**config.mk**
```make
export PLATFORM = sky130hd
export DESIGN_NAME = rmfp_top
export DESIGN_NICKNAME = d
export VERILOG_FILES = /design/src/rtl/rmfp_fifo.v /design/src/rtl/rmfp_top.v
export VERILOG_INCLUDE_DIRS = /design/src /design/src/rtl
export SDC_FILE = /design/constraint.sdc
export NUM_CORES = 2
export LEC_CHECK = 0
export BUFFER_PORTS_ARGS = -buffer_cell sky130_fd_sc_hd__buf_2
export CORE_MARGIN = 2
export CORE_UTILIZATION = 25
export CTS_CLUSTER_SIZE = 40
export DETAILED_ROUTE_END_ITERATION = 7
export SETUP_SLACK_MARGIN = 0.02
export SYNTH_ARGS = -nofsm -noshare
export SYNTH_HDL_FRONTEND = slang
export SYNTH_SLANG_ARGS = --single-unit
export TNS_END_PERCENT = 1
```
**constraint.sdc**
```tcl
create_clock -name clk_in -period 16.75 [get_ports clk_in]
set_input_delay 0 -clock clk_in [delete_from_list [all_inputs] [get_ports clk_in]]
set_output_delay 0 -clock clk_in [all_outputs]
set_load 0.02 [all_outputs]
```
**src/rtl/rmfp_map.vh**
```
// constants for the ring frame parser and builder
// assumes inclusion by rmfp_top.v only; rmfp_fifo.v takes its sizes as parameters
`ifndef RMFP_MAP_VH
`define RMFP_MAP_VH
// frame type codes, top two bits of frame control
`define RMFP_FT_MAC 2'h0
`define RMFP_FT_DATA 2'h1
// attention codes honoured for management frames
`define RMFP_ATT_MIN 4'h1
`define RMFP_ATT_MAX 4'h6
// address layout
`define RMFP_ADDR_LAST 4'h5
`define RMFP_NODE_TAG 2'h1
`define RMFP_ALL_ONES 48'hffffffffffff
`define RMFP_ZERO_ADDR 48'h000000000000
`define RMFP_SA_NO_RI 48'h7fffffffffff
// routing field bounds
`define RMFP_RI_MAX 5'h12
`define RMFP_RI_MIN 5'h02
// information field bounds
`define RMFP_INFO_MIN 13'h0001
`define RMFP_INFO_MAX 13'h0fbb
// frame check
`define RMFP_CRC_POLY 32'h04c11db7
`define RMFP_CRC_PRESET 32'hffffffff
`define RMFP_CRC_RESIDUE 32'hc704dd7b
`define RMFP_CRC_BITS 5'h1f
// class codes
`define RMFP_CL_STATION 4'h0
`define RMFP_CL_LLC 4'h1
`define RMFP_CL_NETMGR 4'h4
`define RMFP_CL_PARAM 4'h5
`define RMFP_CL_ERRMON 4'h6
// info byte positions of major vector fields
`define RMFP_MV_LEN_HI 13'h0000
`define RMFP_MV_LEN_LO 13'h0001
`define RMFP_MAJOR_VEC_CLASS 13'h0002
`define RMFP_MV_CMD 13'h0003
`define RMFP_SV_LEN 13'h0004
`define RMFP_SUB_VEC_TYPE 13'h0005
// header bytes sent before the information field, then host fifo sizes
`define RMFP_HDR_LAST 4'hc
`define RMFP_FIFO_W 9
`define RMFP_FIFO_D 8
`define RMFP_FIFO_AW 3
`endif

```
**src/rtl/rmfp_fifo.v**
```verilog
// byte fifo between ring receive logic and host side
// assumes one clock; push ignored when full, pop ignored when empty
`timescale 1ns/1ps
module rmfp_fifo #(
    parameter W = 9,
    parameter D = 8,
    parameter AW = 3
) (
    input wire clk_in,
    input wire rst_in,
    input wire [W-1:0] in_data_in,
    input wire in_valid_in,
    output wire in_ready_out,
    output wire [W-1:0] out_data_out,
    output wire out_valid_out,
    input wire out_ready_in
);
    reg [AW:0] wp_reg;
    reg [AW:0] rp_reg;
    reg [W-1:0] mem_reg [0:D-1];
    wire full = (wp_reg[AW] != rp_reg[AW]) &&
        (wp_reg[AW-1:0] == rp_reg[AW-1:0]);
    wire empty = (wp_reg == rp_reg);
    wire push = in_valid_in && !full;
    wire pop = out_ready_in && !empty;
    assign in_ready_out = !full;
    assign out_valid_out = !empty;
    assign out_data_out = mem_reg[rp_reg[AW-1:0]];
    //==========================================
    // storage
    genvar i;
    generate
        for (i = 0; i < D; i = i + 1) begin : g_ent
            always @(posedge clk_in or posedge rst_in) begin
                if (rst_in)
                    mem_reg[i] <= {W{1'b0}};
                else if (push && wp_reg[AW-1:0] == i)
                    mem_reg[i] <= in_data_in;
            end
        end
    endgenerate
    //==========================================
    // pointers
    always @(posedge clk_in or posedge rst_in) begin
        if (rst_in) begin
            wp_reg <= {(AW+1){1'b0}};
            rp_reg <= {(AW+1){1'b0}};
        end else begin
            if (push)
                wp_reg <= wp_reg + 1'b1;
            if (pop)
                rp_reg <= rp_reg + 1'b1;
        end
    end
endmodule // rmfp_fifo

```
**src/rtl/rmfp_top.v**
```verilog
// ring frame field parser and builder
// assumes ring clock slow against clk_in; host ports on clk_in
// Function
// - frame type from top two control bits
// - type 00 management, 01 data, others reserved
// - built frames send control bits 4,5 zero
// - attention nibble read for management frames only
// - attention codes one to six mean express
// - target and origin addresses six bytes each
// - info field one to 4027 bytes
// - serial crc over frame, appended on send
// - received check mismatch flags copy error
// - origin top bit flags routing field
// - routing field up to 18 bytes skipped
// - group and functional bits only in target
// - byte 0 bit 1 means locally administered
// - byte 2 bit 0 marks host group
// - zero open address takes factory address
// - station address must start with 0,1
// - class byte holds target then origin nibble
// - decode the five known class codes
// - non-station target class goes to host
// - major vector length counts whole vector
// - subvector length then type then value
// - station-class management frames withheld unless passing requested
// - own frames carry own station address
`include "rmfp_map.vh"
`timescale 1ns/1ps
module rmfp_top (
    input wire clk_in,
    input wire rst_in,
    input wire ring_clk_in,
    input wire ring_data_in,
    input wire ring_frame_in,
    output reg ring_tx_data_out,
    output reg ring_tx_frame_out,
    input wire open_in,
    input wire [47:0] host_addr_in,
    input wire [47:0] factory_addr_in,
    input wire [47:0] group_addr_in,
    input wire pass_mac_in,
    output reg [47:0] station_addr_out,
    output reg node_addr_err_out,
    output reg open_done_out,
    output reg rx_done_out,
    output reg [1:0] rx_type_out,
    output reg [3:0] attention_out,
    output reg express_out,
    output reg copy_err_out,
    output reg len_err_out,
    output reg ri_present_out,
    output reg ri_err_out,
    output reg tgt_group_out,
    output reg tgt_host_group_out,
    output reg tgt_local_out,
    output reg org_local_out,
    output reg [3:0] tgt_class_out,
    output reg [3:0] org_class_out,
    output reg class_known_out,
    output reg tgt_station_out,
    output reg [15:0] mv_len_out,
    output reg mv_len_err_out,
    output reg [7:0] mv_cmd_out,
    output reg [7:0] sv_len_out,
    output reg [7:0] sub_vec_type_out,
    output reg overrun_out,
    output reg [7:0] host_data_out,
    output reg host_marker_out,
    output reg host_valid_out,
    input wire host_ready_in,
    input wire tx_start_in,
    input wire [7:0] tx_fc_in,
    input wire [47:0] tx_target_in,
    input wire [7:0] tx_byte_in,
    input wire tx_byte_valid_in,
    input wire tx_byte_last_in,
    output reg tx_byte_ready_out,
    output reg tx_busy_out
);
    localparam R_IDLE = 3'h0;
    localparam R_FC = 3'h1;
    localparam R_DA = 3'h2;
    localparam R_SA = 3'h3;
    localparam R_RI = 3'h4;
    localparam R_PAY = 3'h5;
    localparam T_IDLE = 2'h0;
    localparam T_HDR = 2'h1;
    localparam T_INFO = 2'h2;
    localparam T_CRC = 2'h3;

    function known_class;
        input [3:0] c;
        begin
            known_class = (c == `RMFP_CL_STATION) || (c == `RMFP_CL_LLC) ||
                (c == `RMFP_CL_NETMGR) || (c == `RMFP_CL_PARAM) ||
                (c == `RMFP_CL_ERRMON);
        end
    endfunction

    function [31:0] crc_bit;
        input [31:0] c;
        input b;
        begin
            crc_bit = {c[30:0], 1'b0} ^
                ((c[31] ^ b) ? `RMFP_CRC_POLY : 32'h00000000);
        end
    endfunction

    //==========================================
    // pin synchronisers and ring clock edges
    reg [2:0] sy1_reg;
    reg [2:0] sy2_reg;
    reg rck_d_reg;
    reg frm_d_reg;
    wire rck = sy2_reg[2];
    wire rdat = sy2_reg[1];
    wire rfrm = sy2_reg[0];
    wire rise = rck && !rck_d_reg;
    wire fall = !rck && rck_d_reg;
    wire f_start = rfrm && !frm_d_reg;
    wire f_end = !rfrm && frm_d_reg;
    always @(posedge clk_in or posedge rst_in) begin
        if (rst_in) begin
            sy1_reg <= 3'h0;
            sy2_reg <= 3'h0;
            rck_d_reg <= 1'b0;
            frm_d_reg <= 1'b0;
        end else begin
            sy1_reg <= {ring_clk_in, ring_data_in, ring_frame_in};
            sy2_reg <= sy1_reg;
            rck_d_reg <= sy2_reg[2];
            frm_d_reg <= sy2_reg[0];
        end
    end

    //==========================================
    // receive path
    reg [2:0] rst_reg;
    reg [6:0] sh_reg;
    reg [2:0] bcnt_reg;
    reg [7:0] byte_reg;
    reg stb_reg;
    reg [31:0] rcrc_reg;
    reg [4:0] cnt_reg;
    reg [4:0] ri_len_reg;
    reg [47:0] da_reg;
    reg [47:0] sa_reg;
    reg [7:0] fc_reg;
    reg [31:0] dl_reg;
    reg [2:0] dcnt_reg;
    reg [12:0] info_reg;
    reg [23:0] hold_reg;
    reg [1:0] pend_reg;
    reg fwd_reg;
    reg [47:0] group_reg;
    wire mac = (fc_reg[7:6] == `RMFP_FT_MAC);
    wire emit = stb_reg && (rst_reg == R_PAY) && (dcnt_reg[2]);
    wire [7:0] ebyte = dl_reg[31:24];
    wire copied = (da_reg == station_addr_out) || (da_reg == group_reg) ||
        (da_reg == `RMFP_ALL_ONES);
    wire [7:0] cls = ebyte;
    wire mac_fwd = copied &&
        ((cls[7:4] != `RMFP_CL_STATION) || pass_mac_in);
    wire fifo_rdy;
    wire live_push = emit && fwd_reg && !(mac && info_reg <= `RMFP_MAJOR_VEC_CLASS);
    wire end_push = f_end && fwd_reg;
    wire push_v = (pend_reg != 2'h0) || live_push || end_push;
    wire end_crc_bad = (rcrc_reg != `RMFP_CRC_RESIDUE);
    wire end_len_bad = (info_reg < `RMFP_INFO_MIN) ||
        (info_reg > `RMFP_INFO_MAX);
    wire [7:0] end_stat = {3'h0, overrun_out, ri_err_out,
        mac && (mv_len_out != {3'h0, info_reg}), end_len_bad, end_crc_bad};
    wire [8:0] push_d = (pend_reg != 2'h0) ? {1'b0, hold_reg[23:16]} :
        (end_push ? {1'b1, end_stat} : {1'b0, ebyte});

    always @(posedge clk_in or posedge rst_in) begin
        if (rst_in) begin
            rst_reg <= R_IDLE;
            sh_reg <= 7'h00;
            bcnt_reg <= 3'h0;
            byte_reg <= 8'h00;
            stb_reg <= 1'b0;
            rcrc_reg <= `RMFP_CRC_PRESET;
            cnt_reg <= 5'h00;
            ri_len_reg <= 5'h00;
            da_reg <= 48'h000000000000;
            sa_reg <= 48'h000000000000;
            fc_reg <= 8'h00;
            dl_reg <= 32'h00000000;
            dcnt_reg <= 3'h0;
            info_reg <= 13'h0000;
            hold_reg <= 24'h000000;
            pend_reg <= 2'h0;
            fwd_reg <= 1'b0;
            rx_done_out <= 1'b0;
            rx_type_out <= 2'h0;
            attention_out <= 4'h0;
            express_out <= 1'b0;
            copy_err_out <= 1'b0;
            len_err_out <= 1'b0;
            ri_present_out <= 1'b0;
            ri_err_out <= 1'b0;
            tgt_group_out <= 1'b0;
            tgt_host_group_out <= 1'b0;
            tgt_local_out <= 1'b0;
            org_local_out <= 1'b0;
            tgt_class_out <= 4'h0;
            org_class_out <= 4'h0;
            class_known_out <= 1'b0;
            tgt_station_out <= 1'b0;
            mv_len_out <= 16'h0000;
            mv_len_err_out <= 1'b0;
            mv_cmd_out <= 8'h00;
            sv_len_out <= 8'h00;
            sub_vec_type_out <= 8'h00;
            overrun_out <= 1'b0;
        end else begin
            stb_reg <= 1'b0;
            rx_done_out <= 1'b0;
            if (f_start) begin
                rst_reg <= R_FC;
                bcnt_reg <= 3'h0;
                rcrc_reg <= `RMFP_CRC_PRESET;
                dcnt_reg <= 3'h0;
                info_reg <= 13'h0000;
                pend_reg <= 2'h0;
                fwd_reg <= 1'b0;
                ri_err_out <= 1'b0;
                overrun_out <= 1'b0;
                mv_len_out <= 16'h0000;
            end else if (rfrm && rise && rst_reg != R_IDLE) begin
                sh_reg <= {sh_reg[5:0], rdat};
                bcnt_reg <= bcnt_reg + 1'b1;
                rcrc_reg <= crc_bit(rcrc_reg, rdat);
                if (bcnt_reg == 3'h7) begin
                    byte_reg <= {sh_reg, rdat};
                    stb_reg <= 1'b1;
                end
            end
            if (stb_reg) begin
                case (rst_reg)
                R_FC: begin
                    fc_reg <= byte_reg;
                    rx_type_out <= byte_reg[7:6];
                    attention_out <= (byte_reg[7:6] == `RMFP_FT_MAC) ?
                        byte_reg[3:0] : 4'h0;
                    express_out <= (byte_reg[7:6] == `RMFP_FT_MAC) &&
                        (byte_reg[3:0] >= `RMFP_ATT_MIN) &&
                        (byte_reg[3:0] <= `RMFP_ATT_MAX);
                    cnt_reg <= 5'h00;
                    rst_reg <= R_DA;
                end
                R_DA: begin
                    da_reg <= {da_reg[39:0], byte_reg};
                    cnt_reg <= cnt_reg + 1'b1;
                    if (cnt_reg[3:0] == `RMFP_ADDR_LAST) begin
                        cnt_reg <= 5'h00;
                        rst_reg <= R_SA;
                    end
                end
                R_SA: begin
                    sa_reg <= {sa_reg[39:0], byte_reg};
                    cnt_reg <= cnt_reg + 1'b1;
                    if (cnt_reg[3:0] == `RMFP_ADDR_LAST) begin
                        cnt_reg <= 5'h00;
                        rst_reg <= sa_reg[39] ? R_RI : R_PAY;
                        ri_present_out <= sa_reg[39];
                        org_local_out <= sa_reg[38];
                        tgt_group_out <= da_reg[47];
                        tgt_host_group_out <= da_reg[47] && da_reg[31];
                        tgt_local_out <= da_reg[46];
                        fwd_reg <= copied && !mac;
                    end
                end
                R_RI: begin
                    cnt_reg <= cnt_reg + 1'b1;
                    if (cnt_reg == 5'h00) begin
                        ri_len_reg <= byte_reg[4:0];
                        ri_err_out <= (byte_reg[4:0] > `RMFP_RI_MAX) ||
                            (byte_reg[4:0] < `RMFP_RI_MIN) || byte_reg[0];
                        if (byte_reg[4:0] < `RMFP_RI_MIN)
                            rst_reg <= R_PAY;
                    end else if (cnt_reg + 1'b1 == ri_len_reg) begin
                        rst_reg <= R_PAY;
                    end
                end
                R_PAY: begin
                    dl_reg <= {dl_reg[23:0], byte_reg};
                    if (!dcnt_reg[2])
                        dcnt_reg <= dcnt_reg + 1'b1;
                end
                default: rst_reg <= R_IDLE;
                endcase
            end
            if (emit) begin
                if (info_reg != `RMFP_INFO_MAX + 1'b1)
                    info_reg <= info_reg + 1'b1;
                if (mac) begin
                    if (info_reg <= `RMFP_MAJOR_VEC_CLASS)
                        hold_reg <= {hold_reg[15:0], ebyte};
                    if (info_reg == `RMFP_MV_LEN_HI)
                        mv_len_out[15:8] <= ebyte;
                    if (info_reg == `RMFP_MV_LEN_LO)
                        mv_len_out[7:0] <= ebyte;
                    if (info_reg == `RMFP_MAJOR_VEC_CLASS) begin
                        tgt_class_out <= cls[7:4];
                        org_class_out <= cls[3:0];
                        class_known_out <= known_class(cls[7:4]) &&
                            known_class(cls[3:0]);
                        tgt_station_out <= (cls[7:4] == `RMFP_CL_STATION);
                        fwd_reg <= mac_fwd;
                        if (mac_fwd)
                            pend_reg <= 2'h3;
                    end
                    if (info_reg == `RMFP_MV_CMD)
                        mv_cmd_out <= ebyte;
                    if (info_reg == `RMFP_SV_LEN)
                        sv_len_out <= ebyte;
                    if (info_reg == `RMFP_SUB_VEC_TYPE)
                        sub_vec_type_out <= ebyte;
                end
            end
            if (pend_reg != 2'h0 && fifo_rdy) begin
                pend_reg <= pend_reg - 1'b1;
                hold_reg <= {hold_reg[15:0], 8'h00};
            end
            if (push_v && !fifo_rdy)
                overrun_out <= 1'b1;
            if (f_end && rst_reg != R_IDLE) begin
                rst_reg <= R_IDLE;
                rx_done_out <= 1'b1;
                copy_err_out <= end_crc_bad;
                len_err_out <= end_len_bad;
                mv_len_err_out <= mac && (mv_len_out != {3'h0, info_reg});
            end
        end
    end

    //==========================================
    // host delivery
    wire [8:0] fifo_d;
    wire fifo_v;
    wire fifo_pop = fifo_v && (!host_valid_out || host_ready_in);
    rmfp_fifo #(
        .W(`RMFP_FIFO_W),
        .D(`RMFP_FIFO_D),
        .AW(`RMFP_FIFO_AW)
    ) u_fifo (
        .clk_in(clk_in),
        .rst_in(rst_in),
        .in_data_in(push_d),
        .in_valid_in(push_v),
        .in_ready_out(fifo_rdy),
        .out_data_out(fifo_d),
        .out_valid_out(fifo_v),
        .out_ready_in(fifo_pop)
    );
    always @(posedge clk_in or posedge rst_in) begin
        if (rst_in) begin
            host_data_out <= 8'h00;
            host_marker_out <= 1'b0;
            host_valid_out <= 1'b0;
        end else if (fifo_pop) begin
            host_data_out <= fifo_d[7:0];
            host_marker_out <= fifo_d[8];
            host_valid_out <= 1'b1;
        end else if (host_ready_in) begin
            host_valid_out <= 1'b0;
        end
    end

    //==========================================
    // station address assignment
    wire [47:0] cand = (host_addr_in == `RMFP_ZERO_ADDR) ?
        factory_addr_in : host_addr_in;
    always @(posedge clk_in or posedge rst_in) begin
        if (rst_in) begin
            station_addr_out <= 48'h000000000000;
            group_reg <= 48'h000000000000;
            node_addr_err_out <= 1'b0;
            open_done_out <= 1'b0;
        end else if (open_in) begin
            group_reg <= group_addr_in;
            if (cand[47:46] == `RMFP_NODE_TAG) begin
                station_addr_out <= cand;
                node_addr_err_out <= 1'b0;
                open_done_out <= 1'b1;
            end else begin
                node_addr_err_out <= 1'b1;
                open_done_out <= 1'b0;
            end
        end
    end

    //==========================================
    // transmit path
    reg [1:0] tst_reg;
    reg [103:0] hdr_reg;
    reg [3:0] tidx_reg;
    reg [2:0] tbit_reg;
    reg [6:0] tsh_reg;
    reg [31:0] tcrc_reg;
    reg [4:0] ccnt_reg;
    reg [7:0] nb_reg;
    reg nb_full_reg;
    reg nb_last_reg;
    reg [12:0] tinfo_reg;
    wire nb_take = tx_byte_ready_out && tx_byte_valid_in;
    wire [1:0] tft = tx_fc_in[7] ? `RMFP_FT_DATA : tx_fc_in[7:6];
    wire [7:0] cur = (tst_reg == T_HDR) ? hdr_reg[103:96] : nb_reg;
    wire tb = (tbit_reg == 3'h0) ? cur[7] : tsh_reg[6];
    always @(posedge clk_in or posedge rst_in) begin
        if (rst_in) begin
            tst_reg <= T_IDLE;
            hdr_reg <= 104'h0;
            tidx_reg <= 4'h0;
            tbit_reg <= 3'h0;
            tsh_reg <= 7'h00;
            tcrc_reg <= `RMFP_CRC_PRESET;
            ccnt_reg <= 5'h00;
            nb_reg <= 8'h00;
            nb_full_reg <= 1'b0;
            nb_last_reg <= 1'b0;
            tinfo_reg <= 13'h0000;
            tx_byte_ready_out <= 1'b0;
            tx_busy_out <= 1'b0;
            ring_tx_data_out <= 1'b0;
            ring_tx_frame_out <= 1'b0;
        end else begin
            tx_byte_ready_out <= (tst_reg == T_HDR || tst_reg == T_INFO) &&
                !nb_full_reg && !nb_take && !nb_last_reg;
            if (nb_take) begin
                nb_reg <= tx_byte_in;
                nb_full_reg <= 1'b1;
                nb_last_reg <= tx_byte_last_in;
            end
            if (tst_reg == T_IDLE) begin
                if (fall) begin
                    ring_tx_frame_out <= 1'b0; // last bit stands one bit
                    tx_busy_out <= 1'b0;
                end
                if (tx_start_in && !tx_busy_out) begin
                    hdr_reg <= {tft, 2'h0, tx_fc_in[3:0], tx_target_in,
                        station_addr_out & `RMFP_SA_NO_RI};
                    tst_reg <= T_HDR;
                    tx_busy_out <= 1'b1;
                    tidx_reg <= 4'h0;
                    tbit_reg <= 3'h0;
                    tinfo_reg <= 13'h0000;
                    tcrc_reg <= `RMFP_CRC_PRESET;
                    nb_full_reg <= 1'b0;
                    nb_last_reg <= 1'b0;
                end
            end else if (fall) begin
                ring_tx_frame_out <= 1'b1;
                if (tst_reg == T_CRC) begin
                    ring_tx_data_out <= !tcrc_reg[31];
                    tcrc_reg <= {tcrc_reg[30:0], 1'b1};
                    ccnt_reg <= ccnt_reg + 1'b1;
                    if (ccnt_reg == `RMFP_CRC_BITS)
                        tst_reg <= T_IDLE;
                end else if (tst_reg == T_INFO && tbit_reg == 3'h0 &&
                        !nb_full_reg) begin
                    ring_tx_data_out <= !tcrc_reg[31];
                    tcrc_reg <= {tcrc_reg[30:0], 1'b1};
                    ccnt_reg <= 5'h01;
                    tst_reg <= T_CRC;
                end else begin
                    ring_tx_data_out <= tb;
                    tcrc_reg <= crc_bit(tcrc_reg, tb);
                    tbit_reg <= tbit_reg + 1'b1;
                    tsh_reg <= (tbit_reg == 3'h0) ? cur[6:0] :
                        {tsh_reg[5:0], 1'b0};
                    if (tbit_reg == 3'h7) begin
                        if (tst_reg == T_HDR) begin
                            hdr_reg <= {hdr_reg[95:0], 8'h00};
                            tidx_reg <= tidx_reg + 1'b1;
                            if (tidx_reg == `RMFP_HDR_LAST)
                                tst_reg <= T_INFO;
                        end else begin
                            nb_full_reg <= nb_take;
                            tinfo_reg <= tinfo_reg + 1'b1;
                            if (nb_last_reg ||
                                    tinfo_reg + 1'b1 == `RMFP_INFO_MAX) begin
                                ccnt_reg <= 5'h00;
                                tst_reg <= T_CRC;
                            end
                        end
                    end
                end
            end
        end
    end
endmodule // rmfp_top

```
==> impl_metrics.tcl <==
set metrics [dict create \
    path_cells "inv_1 > ha_4 > o21ai_0 > o2111ai_4 > buf_4 > buf_4 > o21ai_0" \
    critPathLaunchType "flip-flop" \
    final_nets 3482 \
    drive_gt1_frac 0.241 \
    core.rowCount 126 \
    largest_reg_flops 104 \
    r2r_start "tst_reg[0]" \
    cts_setup_buffers 0 \
    critPathSlowestCell "buf_4" \
    hpwl_um 57800 \
    cp.required_ns 17.25 \
    vias_per_cell 4.58 \
    vias 22100 \
    cts_root_buffer "clkbuf_16" \
    cap_violations 0 \
    io_buffers 348 \
    fin_skew_ns 0.0343 \
    syn_nets 2960 \
    grt_util_all_layers 0.139 \
    clk_pin_slew_ns 0.06 \
    die_h_um 348 \
    total_power_w 0.00435 \
    fp.coreArea_sq_um 118000 \
    gp_congestion 0.912 \
    synth_edf_count 0 \
    worst_pin_slew_ns 1.26 \
    yosys_warnings 0 \
    ys_seq_area_frac 0.549 \
    ctsHoldBuffers 214 \
    netlist_area_sq_um 29500 \
    worstSetupEndpointType "flip-flop" \
    fin_setup_tns_ns 0 \
    rsz0062_at_grt "no" \
    syn_avg_cell_area_sq_um 10.9 \
    hold_violations 0 \
    relSlewSlack 0.163 \
    ant_nets 0 \
    synth-main-ff-cell "dfrtp_1" \
    drcViolationCount 0 \
    fin_crit_sh 0.232 \
    p_per_area_nw_per_um2 116 \
    dpl_worst_slack_ns 12.74 \
    die_x_um 348 \
    gr-total-overflow 0 \
    clock_path_buffers 3 \
    cp-startpoint "tst_reg[0]" \
    dieArea_sq_um 121000 \
    wl_per_cell_um 17.5 \
    cts_resized 0 \
    synthCells 2710 \
    fin_crit_ns 3.89 \
    cp_top_family "buffers and inverters" \
    setup_ws_ns 12.86 \
    setup_viol 0 \
    max_stage_delay_ns 0.80 \
    initial_core_util 0.251 \
    htreeDepth 3 \
    yosys_register_bits 645 \
    drtIter0Drc 1599 \
    hold_path_class "in -> reg" \
    status "complete, no violations" \
    synth-async-reset-ratio 1.00 \
    drt-total-wl_um 84400 \
    p_leak_nw 17.4 \
    cts_buffers 77 \
    finalHoldWorstSlack_ns 0.0546 \
    worstHoldStart "open_in" \
    ir_worst_vdd_mv 0.0797 \
    grt_pass1_wl_um 132000 \
    tritoncts "built" \
    arrival_ns 4.39 \
    clock_latency_ns 0.66 \
    area_delta_synth_final_pct 27.2 \
    nFillCells 12000 \
    max_freq_mhz 257 \
    grt_max_degree 152 \
    crit_path_max_fanout 102 \
    dr.pass1.iters 8 \
    netlist-cell-type-count 75 \
    clock_sinks 645 \
    antenna_found_initial 5 \
    io_pins 351 \
    path_buf_inv 3 \
    drv_slew 0 \
    critical_path_class "reg -> reg" \
    grt_pass1_vias 22400 \
]
-- cell usage in the layout, fill, tap and decap left out, types with 11 or more instances in the layout --
master / count
buf_4: 29
nand4_1: 31
nor3_1: 19
mux4_2: 18
o22a_1: 20
a21oi_1: 89
nor2b_1: 13
nand2_1: 491
mux2i_1: 163
clkbuf_1: 11
dfrtp_1: 581
nand3_1: 55
inv_1: 80
dlygate4sd3_1: 214
o31ai_1: 11
clkbuf_16: 77
nor2_1: 71
buf_2: 348
nor4_1: 51
o21ai_0: 283
mux2_2: 182
dfstp_2: 64
clkbuf_8: 15
nand2b_1: 14
xnor2_1: 30
xor2_1: 126
ha_1: 30
-- layout make-up --
cell class,count,area (sq um),share of cell area
sequential,645,16200,0.432
antenna,2,5.00,0.000133
inverter,82,312,0.00829
clock inverter,29,398,0.0106
timing repair buffer,592,4120,0.110
clock buffer,103,2170,0.0579
multi-input combinational,1834,12400,0.331
tap,1536,1920,0.0512
-- metrics by stage --
| step | cell area [sq um] | util | instances |
|---|---|---|---|
| after floorplan | 29500 | - | 2710 |
| after global placement | 32900 | 0.279 | 4475 |
| after detailed placement | 32900 | 0.279 | 4475 |
| after CTS | 37600 | 0.319 | 4821 |
| after global routing | 37600 | 0.319 | 4821 |
| final | 37600 | 0.319 | 4823 |
-- synth_stat cells, types with 4 or more instances --
| cell type | n | area, sq um |
|---|---|---|
| xor2_1 | 126 | 1100 |
| buf_6 | 10 | 113 |
| nand3b_1 | 8 | 60.1 |
| mux4_2 | 18 | 405 |
| buf_1 | 9 | 33.8 |
| ha_1 | 31 | 388 |
| clkbuf_1 | 107 | 402 |
| nand4b_1 | 5 | 43.8 |
| nor4_1 | 53 | 332 |
| nand2b_1 | 14 | 87.6 |
| a31oi_1 | 10 | 62.6 |
| nor2_1 | 72 | 270 |
| nor2b_1 | 13 | 81.3 |
| dfrtp_1 | 581 | 14500 |
| mux2i_1 | 163 | 1630 |
| nand2_1 | 491 | 1840 |
| nand4_1 | 31 | 194 |
| a21oi_1 | 89 | 445 |
| and3_1 | 10 | 62.6 |
| mux2_4 | 5 | 75.1 |
| nand3_1 | 55 | 275 |
| mux2_2 | 182 | 2050 |
| o21ai_0 | 283 | 1420 |
| buf_2 | 21 | 105 |
| xnor2_1 | 30 | 263 |
| and2_1 | 10 | 62.6 |
| a22oi_1 | 6 | 45.0 |
| o31ai_1 | 11 | 82.6 |
| o41ai_1 | 5 | 43.8 |
| a222oi_1 | 4 | 40.0 |
| o22a_1 | 20 | 175 |
| nor3_1 | 21 | 105 |
| o2111ai_4 | 6 | 158 |
| dfstp_2 | 64 | 1680 |
| inv_1 | 81 | 304 |
-- per-layer routing --
metal	global-route usage	vias up	share of wire	wire, um
li1	-	10500	-	-
met1	0.183	10900	0.45	37800
met2	0.217	566	0.46	38500
met3	0.0376	174	0.064	5370
met4	0.0523	2	0.032	2720
met5	0	-	0.00013	11
-- cells by family (layout without fill, tap and decap cells) --
family / Yosys count / after routing / synth area share
flip-flops: 645 / 645 / 0.549
AND/OR/NAND/NOR: 807 / 807 / 0.123
other: 0 / 2 / 0
multiplexers: 368 / 368 / 0.141
XOR/XNOR: 156 / 156 / 0.0462
buffers and inverters: 231 / 806 / 0.0330
AO/OA/AOI/OAI: 472 / 472 / 0.0950
adder cells (fa/ha/maj): 31 / 31 / 0.0131
-- final timing paths --
kind	endpoint	slack, ns	cells after the start
setup / recovery	hdr_reg[21]	12.86	7
hold / removal	node_addr_err_out	0.05	3
setup reg to reg	hdr_reg[21]	12.86	7
hold reg to reg	sy2_reg[1]	0.35	0
max in group asynchronous	rcrc_reg[15]	13.10	8
min in group asynchronous	tinfo_reg[11]	0.12	4
-- tightest hold or removal path: cells and delay by family --
kind	cells	cell delay [ns]
buffers and inverters	2	0.40
AOI/OAI and AO/OA	1	0.26
-- power breakdown --
group          total [W]  switching [W]  leakage, nW  internal (W)
registers        0.00184       0.000144         8.38       0.00170
logic           0.000814       0.000485         7.78      0.000329
clock network    0.00169       0.000695         1.24      0.000997
total            0.00435        0.00132         17.4       0.00302
Note: power is estimated with default switching activity, not from simulation.
